`config.mk`:
```
export PLATFORM = sky130hd
export DESIGN_NAME = ckgi2c_port
export DESIGN_NICKNAME = d
export VERILOG_FILES = /design/src/common/ckgi2c_pkg.sv /design/src/ckgi2c_port.sv /design/src/ckgi2c_sync.sv
export SDC_FILE = /design/constraint.sdc
export NUM_CORES = 2
export LEC_CHECK = 0
export BUFFER_PORTS_ARGS = -buffer_cell sky130_fd_sc_hd__clkbuf_2
export CAP_MARGIN = 10
export CORE_AREA = 2 2 398 400
export CTS_BUF_LIST = sky130_fd_sc_hd__clkbuf_16
export CTS_CLUSTER_DIAMETER = 50
export DETAILED_ROUTE_END_ITERATION = 7
export DIE_AREA = 0 0 400 402
export PLACE_DENSITY = 0.75
export RECOVER_POWER = 50
export SETUP_SLACK_MARGIN = 0.05
export SLEW_MARGIN = 20
export SYNTH_ARGS = -nofsm -noshare
export SYNTH_HDL_FRONTEND = slang
export SYNTH_HIERARCHICAL = 1
export SYNTH_SLANG_ARGS = --single-unit
```
`constraint.sdc`:
```
create_clock -name clock -period 4.77 [get_ports clock]
set_input_delay 0.2385 -clock clock [delete_from_list [all_inputs] [get_ports clock]]
set_output_delay 0.2385 -clock clock [all_outputs]
set_load 0.02 [all_outputs]
```
`src/common/ckgi2c_pkg.sv`:
```
// Constants for the clock generator two-wire register port.
// Assumes a 200 MHz system clock sampling the serial pins.
package ckgi2c_pkg;
    localparam logic [6:0] TARGET_ID = 7'h69;
    localparam int CLK_MHZ = 200;
    localparam int MAX_RATE_KBPS = 400;
    localparam int BIT_NS = 1000000 / MAX_RATE_KBPS;
    localparam int BIT_CYCLES = BIT_NS * CLK_MHZ / 1000;
    localparam int TDH_NS = 0;
    localparam int TDH_CYCLES = (TDH_NS * CLK_MHZ + 999) / 1000 < 1 ? 1 :
        (TDH_NS * CLK_MHZ + 999) / 1000;
    localparam logic [7:0] PTR_RESET = 8'h00;
    localparam logic [7:0] REG_DEFAULT = 8'h00;
    localparam int REG_DEPTH = 256;
    typedef enum logic [2:0] {
        CKGI2C_IDLE = 3'b000,
        CKGI2C_ADDR = 3'b001,
        CKGI2C_PTR = 3'b010,
        CKGI2C_WDATA = 3'b011,
        CKGI2C_RDATA = 3'b100,
        CKGI2C_SKIP = 3'b101
    } ckgi2c_state_e;
endpackage

```
`src/ckgi2c_port.sv`:
```
// Two-wire target port holding the byte-wide volatile configuration registers.
// Assumes SCL and SDA come from pins; the bench resolves SDA from sda_oe.
// Functional notes
// - Answer only to target id 69h, read/write bit in the LSB.
// - Works at bit rates up to 400 kbit/s.
// - Write: start, id, rw, ack, pointer, ack, data with acks, stop.
// - Sample SDA while SCL high; change SDA only while SCL low.
// - SDA falling with SCL high is a start, beginning a new frame.
// - SDA rising with SCL high is a stop, ending the frame.
// - Write mode: device pulls SDA low in each ninth clock.
// - Single write: pointer byte, one data byte, each acknowledged, then stop.
// - Extra data bytes are acknowledged and stored at incrementing pointer.
// - Read starts like a write but with rw bit set.
// - Pointer holds one past last access; current read uses it.
// - On read id device acknowledges and shifts out one register byte.
// - Repeated start after pointer byte stores nothing, keeps the pointer.
// - Pointer advances after each read byte, acked or not; master ack sends next byte.
// - Pointer wraps from ffh to 00h.
// - Registers take defaults at power-up; written values are volatile.
// - Power-down clears registers unless retention is on.
`timescale 1ns/100ps
module ckgi2c_port #(
    parameter int DEPTH = ckgi2c_pkg::REG_DEPTH
) (
    input wire logic clock,
    input wire logic nrst,
    input wire logic clk_en,
    input wire logic scl,
    input wire logic sda_in,
    output logic sda_out,
    output logic sda_oe,
    input wire logic power_down,
    input wire logic keep_alive,
    output logic [7:0] pointer_out,
    output logic busy
);
    logic scl_s;
    logic sda_s;
    logic scl_d_r;
    logic sda_d_r;
    logic start_ev;
    logic stop_ev;
    logic scl_rise;
    logic scl_fall;
    ckgi2c_pkg::ckgi2c_state_e state_r;
    logic [7:0] shift_r;
    logic [3:0] bit_cnt_r;
    logic ack_phase_r;
    logic rd_r;
    logic [7:0] register_pointer_r;
    logic [7:0] regs_r [DEPTH];
    logic acked_r;
    logic pd_clear;

    function automatic logic [7:0] ptr_inc(input logic [7:0] p);
        ptr_inc = p + 8'h01;
    endfunction

    // Both pins pass four flops before use
    ckgi2c_sync #(.RESET_LEVEL(1'b1)) u_scl_sync (
        .clock(clock),
        .nrst(nrst),
        .clk_en(clk_en),
        .pin(scl),
        .level(scl_s)
    );
    ckgi2c_sync #(.RESET_LEVEL(1'b1)) u_sda_sync (
        .clock(clock),
        .nrst(nrst),
        .clk_en(clk_en),
        .pin(sda_in),
        .level(sda_s)
    );

    always_ff @(posedge clock or negedge nrst) begin
        if (!nrst) begin
            scl_d_r <= 1'b1;
            sda_d_r <= 1'b1;
        end else if (clk_en) begin
            scl_d_r <= scl_s;
            sda_d_r <= sda_s;
        end
    end

    // SDA edges while SCL stays high are frame markers
    assign start_ev = scl_s && scl_d_r && sda_d_r && !sda_s;
    assign stop_ev = scl_s && scl_d_r && !sda_d_r && sda_s;
    assign scl_rise = scl_s && !scl_d_r;
    assign scl_fall = !scl_s && scl_d_r;
    assign pd_clear = power_down && !keep_alive;

    // Bit engine: nine SCL periods per byte, sampled on the rising edge
    always_ff @(posedge clock or negedge nrst) begin
        if (!nrst) begin
            state_r <= ckgi2c_pkg::CKGI2C_IDLE;
            shift_r <= 8'h00;
            bit_cnt_r <= 4'h0;
            ack_phase_r <= 1'b0;
            rd_r <= 1'b0;
            acked_r <= 1'b0;
        end else if (clk_en) begin
            if (pd_clear) begin
                state_r <= ckgi2c_pkg::CKGI2C_IDLE;
                ack_phase_r <= 1'b0;
            end else if (start_ev) begin
                // A repeated start drops any partial byte, pointer kept
                state_r <= ckgi2c_pkg::CKGI2C_ADDR;
                bit_cnt_r <= 4'h0;
                ack_phase_r <= 1'b0;
            end else if (stop_ev) begin
                state_r <= ckgi2c_pkg::CKGI2C_IDLE;
                ack_phase_r <= 1'b0;
            end else if (scl_rise && !ack_phase_r) begin
                if (state_r == ckgi2c_pkg::CKGI2C_RDATA) begin
                    bit_cnt_r <= bit_cnt_r + 4'h1;
                end else if (state_r != ckgi2c_pkg::CKGI2C_IDLE) begin
                    shift_r <= {shift_r[6:0], sda_s};
                    bit_cnt_r <= bit_cnt_r + 4'h1;
                end
            end else if (scl_rise && ack_phase_r) begin
                acked_r <= !sda_s;
            end else if (scl_fall && !ack_phase_r && bit_cnt_r == 4'h8) begin
                bit_cnt_r <= 4'h0;
                case (state_r)
                    ckgi2c_pkg::CKGI2C_ADDR: begin
                        if (shift_r[7:1] == ckgi2c_pkg::TARGET_ID) begin
                            ack_phase_r <= 1'b1;
                            rd_r <= shift_r[0];
                        end else begin
                            state_r <= ckgi2c_pkg::CKGI2C_SKIP;
                        end
                    end
                    ckgi2c_pkg::CKGI2C_PTR,
                    ckgi2c_pkg::CKGI2C_WDATA,
                    ckgi2c_pkg::CKGI2C_RDATA: ack_phase_r <= 1'b1;
                    default: ack_phase_r <= 1'b0;
                endcase
            end else if (scl_fall && ack_phase_r) begin
                ack_phase_r <= 1'b0;
                case (state_r)
                    ckgi2c_pkg::CKGI2C_ADDR: begin
                        state_r <= rd_r ? ckgi2c_pkg::CKGI2C_RDATA
                            : ckgi2c_pkg::CKGI2C_PTR;
                    end
                    ckgi2c_pkg::CKGI2C_PTR: state_r <= ckgi2c_pkg::CKGI2C_WDATA;
                    ckgi2c_pkg::CKGI2C_RDATA: begin
                        // A nack ends transmission until the next start or stop
                        if (!acked_r) begin
                            state_r <= ckgi2c_pkg::CKGI2C_SKIP;
                        end
                    end
                    default: state_r <= state_r;
                endcase
            end
        end
    end

    // Pointer loads from the pointer byte and advances per byte moved
    always_ff @(posedge clock or negedge nrst) begin
        if (!nrst) begin
            register_pointer_r <= ckgi2c_pkg::PTR_RESET;
        end else if (clk_en) begin
            if (pd_clear) begin
                register_pointer_r <= ckgi2c_pkg::PTR_RESET;
            end else if (scl_fall && !ack_phase_r && bit_cnt_r == 4'h8) begin
                if (state_r == ckgi2c_pkg::CKGI2C_PTR) begin
                    register_pointer_r <= shift_r;
                end else if (state_r == ckgi2c_pkg::CKGI2C_WDATA) begin
                    register_pointer_r <= ptr_inc(register_pointer_r);
                end else if (state_r == ckgi2c_pkg::CKGI2C_RDATA) begin
                    // Advance after each byte sent so pointer is one past last
                    register_pointer_r <= ptr_inc(register_pointer_r);
                end
            end
        end
    end

    // Storage written only on a completed data byte, so an aborted write stores nothing
    always_ff @(posedge clock or negedge nrst) begin
        if (!nrst) begin
            for (int i = 0; i < DEPTH; i++) begin
                regs_r[i] <= ckgi2c_pkg::REG_DEFAULT;
            end
        end else if (clk_en) begin
            if (pd_clear) begin
                for (int i = 0; i < DEPTH; i++) begin
                    regs_r[i] <= ckgi2c_pkg::REG_DEFAULT;
                end
            end else if (scl_fall && !ack_phase_r && bit_cnt_r == 4'h8
                         && state_r == ckgi2c_pkg::CKGI2C_WDATA) begin
                regs_r[register_pointer_r] <= shift_r;
            end
        end
    end

    // SDA drive: changes on SCL falling edges, released on start, stop or clearing power-down
    always_ff @(posedge clock or negedge nrst) begin
        if (!nrst) begin
            sda_oe <= 1'b0;
            sda_out <= 1'b0;
        end else if (clk_en) begin
            sda_out <= 1'b0;
            if (pd_clear || start_ev || stop_ev) begin
                sda_oe <= 1'b0;
            end else if (scl_fall) begin
                if (!ack_phase_r && bit_cnt_r == 4'h8) begin
                    case (state_r)
                        ckgi2c_pkg::CKGI2C_ADDR: begin
                            sda_oe <= (shift_r[7:1] == ckgi2c_pkg::TARGET_ID);
                        end
                        ckgi2c_pkg::CKGI2C_PTR,
                        ckgi2c_pkg::CKGI2C_WDATA: sda_oe <= 1'b1;
                        default: sda_oe <= 1'b0;
                    endcase
                end else if (ack_phase_r) begin
                    // First read bit follows address ack or master ack
                    if ((state_r == ckgi2c_pkg::CKGI2C_ADDR && rd_r) ||
                        (state_r == ckgi2c_pkg::CKGI2C_RDATA && acked_r)) begin
                        sda_oe <= !regs_r[register_pointer_r][7];
                    end else begin
                        sda_oe <= 1'b0;
                    end
                end else if (state_r == ckgi2c_pkg::CKGI2C_RDATA) begin
                    // Open drain: drive low only for zero bits
                    sda_oe <= !regs_r[register_pointer_r][3'd7 - bit_cnt_r[2:0]];
                end else begin
                    sda_oe <= 1'b0;
                end
            end
        end
    end

    always_ff @(posedge clock or negedge nrst) begin
        if (!nrst) begin
            pointer_out <= ckgi2c_pkg::PTR_RESET;
            busy <= 1'b0;
        end else if (clk_en) begin
            pointer_out <= register_pointer_r;
            busy <= (state_r != ckgi2c_pkg::CKGI2C_IDLE);
        end
    end
endmodule

```
`src/ckgi2c_sync.sv`:
```
// Three-stage synchroniser with agreement filter for one pin.
// Assumes the pin is asynchronous to clock.
`timescale 1ns/100ps
module ckgi2c_sync #(
    parameter logic RESET_LEVEL = 1'b1
) (
    input wire logic clock,
    input wire logic nrst,
    input wire logic clk_en,
    input wire logic pin,
    output logic level
);
    logic s1_r;
    logic s2_r;
    logic s3_r;

    // Level only moves when stages two and three agree
    always_ff @(posedge clock or negedge nrst) begin
        if (!nrst) begin
            s1_r <= RESET_LEVEL;
            s2_r <= RESET_LEVEL;
            s3_r <= RESET_LEVEL;
            level <= RESET_LEVEL;
        end else if (clk_en) begin
            s1_r <= pin;
            s2_r <= s1_r;
            s3_r <= s2_r;
            if (s2_r == s3_r) begin
                level <= s3_r;
            end
        end
    end
endmodule

```
==> metrics.md <==
| Metric | Value |
|---|---|
| Vias per Instance | 7.00 |
| Crit-path max FO | 35 |
| Syn Area/Cell | approximately 10 um^2 |
| Failing checks | hold timing, capacitance limit, slew limit |
| # nets final | about 8900 |
| RR Endpoint | sda_oe |
| Final Cycle Share | between 90 and 100% |
| Worst R2R Setup Slack | 0.16 ns |
| Slew @ Worst Pin | ~3.3 ns |
| Core area | around 0.16 mm^2 |
| Ys async rst share | 100% |
| Total grt overflow | 0 |
| Input/output buffers | 16 |
| Share of layout cells above drive strength 1 | 13.1% |
| Initial core utilization | 59.4% |
| Initial DRC Count | 12000 |
| Die area | 0.161 mm^2 |
| Minimum clock period | 4.61 ns |
| CP Launch Type | register |
| Hold slack | -0.00505 ns |
| Via count | about 78000 |
| Residual DRC count | 0 |
| Setup Skew | 0.0428 ns |
| Predominant post-synthesis flop cell | dfrtp_1 |
| Max-Cap Viols | 21 |
| Setup violations, final | 0 |
| Most frequent cells in the layout | nand2_1, o21ai_0, dfrtp_1 |
| Dpl ws | around 0.41 ns |
| Row cnt | 146 |
| WL per Instance | 30.9 um |
| H-tree depth | 4 |
| GRT Total Usage | 43.3% |
| Hpwl dp | 222000 um |
| Vias in the first global route | 75100 |
| Synth warn | 6 |
| Critical Path AT | 5.42 ns |
| Die W | 400 um |
| Initial antenna violation count | 39 |
| CTS tree | done |
| Largest net degree at the start of global routing | 205 |
| CTS max path bufs | 3 |
| Slew Limit Fails | 1554 |
| Leak pwr | 44.1 nW |
| Max Freq | approximately 0.22 GHz |
| Final Wtd Congestion | 1.05 |
| Syn_nets | approximately 8900 |
| Clk sinks | 2094 |
| Final Worst Setup Slack | approximately 0.16 ns |
| Critical path class | reg2reg |
| DRT antenna net count | 0 |
| DRT Pass-1 Iters | 6 |
| WP data required | between 5 and 6 ns |
| Status | complete, but fails checks |
| First-pass GRT wire length | 509000 um |
| Synthesized cell area | 0.0934 mm^2 |
| Power per cell area | 450 mW/mm^2 |
| Crit path from | register_pointer_r[1] |
| CP Capture Point | sda_oe |
| Fillers | 11800 |
| Synth unique cells | 69 |
| Sequential-to-total area share from yosys stat | 56.1% |
| Ports | 18 |
| CP Capture Type | register |
| RSZ-0062 raised after global routing | false |
| FF-to-FF path depth | 11 |
| Peak VDD IR | ~460 uV |
| Max-slew headroom | -123% |
| Num CTS Buffers | 215 |
| Post-CTS Resized | 0 |
| Hold Path Class | in2async |
| Chip Height | 402 um |
| #FFs+latches synth | 2094 |
| Mapped Cells | 8936 |
| Most common cell after layout, fill and taps aside | nand2_1 |
| Post-synth EDFFs | 0 |
| Setup TNS Final | 0 ns |
| Post-Route WL | 345000 um |
| Final hold vios | 2 |
| Skew-Pair Late Insertion Delay | 0.91 ns |
| Reg2reg start | register_pointer_r[1] |
| Root Driver | clkbuf_16 |
| Synthesis-to-layout area growth | 10.9% |
| Worst-path clk slew | 0.07 ns |
==> per-layer routing <==
layer	GRT usage, %	vias up	part of all wire, %
li1	-	31400	-
met1	57.0	39300	35
met2	59.9	6012	42
met3	17.0	1430	15
met4	28.3	42	8.2
met5	0	-	0.083
==> worst min path at each step <==
stage,to,cells after the start
3_3_place_gp,regs_r[951],1
6_report,regs_r[679],2
2_1_floorplan,ack_phase_r,0
5_1_grt,regs_r[751],2
3_5_place_dp,regs_r[951],1
4_1_cts,regs_r[679],2
==> flip-flops by register name, indices dropped and copies added, names as in the netlist, 3 cells and up <==
name	flops
regs_r	2048
register_pointer_r	8
shift_r	8
bit_cnt_r	4
state_r	3
pointer_out	8
==> worst max-delay path: stages (launching register included) <==
cell       delay [ns]
dfrtp_4          1.04
buf_4            0.38
buf_4            0.34
mux4_2           0.36
a221oi_1         0.39
nor3_1           0.15
a21oi_1          0.63
o2111ai_1        0.23
a211oi_1         0.45
nand3_1          0.13
a32oi_1          0.24
o32a_1           0.17
==> cell families after synthesis <==
| logic type | Yosys count | synth area share, % |
|---|---|---|
| fa+ha+maj | 6 | 0.0804 |
| other cells | 1 | 0.00402 |
| mux | 638 | 13.9 |
| simple gates | 3035 | 12.7 |
| compound gates | 2584 | 14.5 |
| xor+xnor | 2 | 0.0188 |
| flops | 2094 | 56.1 |
| buf+inv | 576 | 2.74 |
==> final cells by class <==
class | instances | area, um^2 | area share (%)
Sequential cell | 2094 | 52400 | 50.6
Inverter | 12 | 50.0 | 0.0483
Tap cell | 2072 | 2590 | 2.50
Clock buffer | 216 | 5410 | 5.22
Antenna cell | 22 | 55.1 | 0.0531
Multi-Input combinational cell | 6266 | 38700 | 37.3
Clock inverter | 187 | 1630 | 1.57
Timing Repair Buffer | 305 | 2770 | 2.67
==> metrics by stage <==
step / utilization [%] / cells / total power [mW] / area, um^2
after global placement: 61.5 / 10700 / 29.4 / 96600
final: 65.9 / 11200 / 46.6 / 104000
after floorplan: - / 8936 / 24.7 / 93400
after detailed placement: 61.5 / 10700 / 29.5 / 96700
after global routing: 65.9 / 11200 / 47.4 / 104000
after CTS: 66.0 / 11200 / 46.1 / 104000
==> power breakdown <==
group	total (mW)	internal [mW]	switching (mW)	leakage, nW
sequential	18.5	18.0	0.554	29.2
combinational	11.2	3.25	7.91	11.3
clock	16.9	9.37	7.52	3.57
==> timing repair <==
action / CTS / global route
endpoints found under the hold margin: 92 / 0
buffers inserted: 0 / 0
hold buffers: 6 / 0
==> synth_stat cells, drive strengths merged (12+ instances only) <==
cell | number | share of area [%]
nor3 | 29 | 0.16
a221oi | 17 | 0.16
a22oi | 39 | 0.31
dfrtp | 2084 | 56
buf | 142 | 1.0
a211oi | 20 | 0.16
mux4 | 523 | 13
nor4 | 13 | 0.087
nand4 | 14 | 0.094
and3 | 15 | 0.10
nand2 | 2761 | 11
a32oi | 18 | 0.17
mux2i | 84 | 0.90
clkbuf | 422 | 1.7
mux2 | 31 | 0.37
nor2b | 18 | 0.12
o21ai | 2341 | 13
a21oi | 55 | 0.29
inv | 12 | 0.048
nor2 | 80 | 0.32
nand3 | 64 | 0.34
No activity file was read; power rests on OpenSTA's default activity.
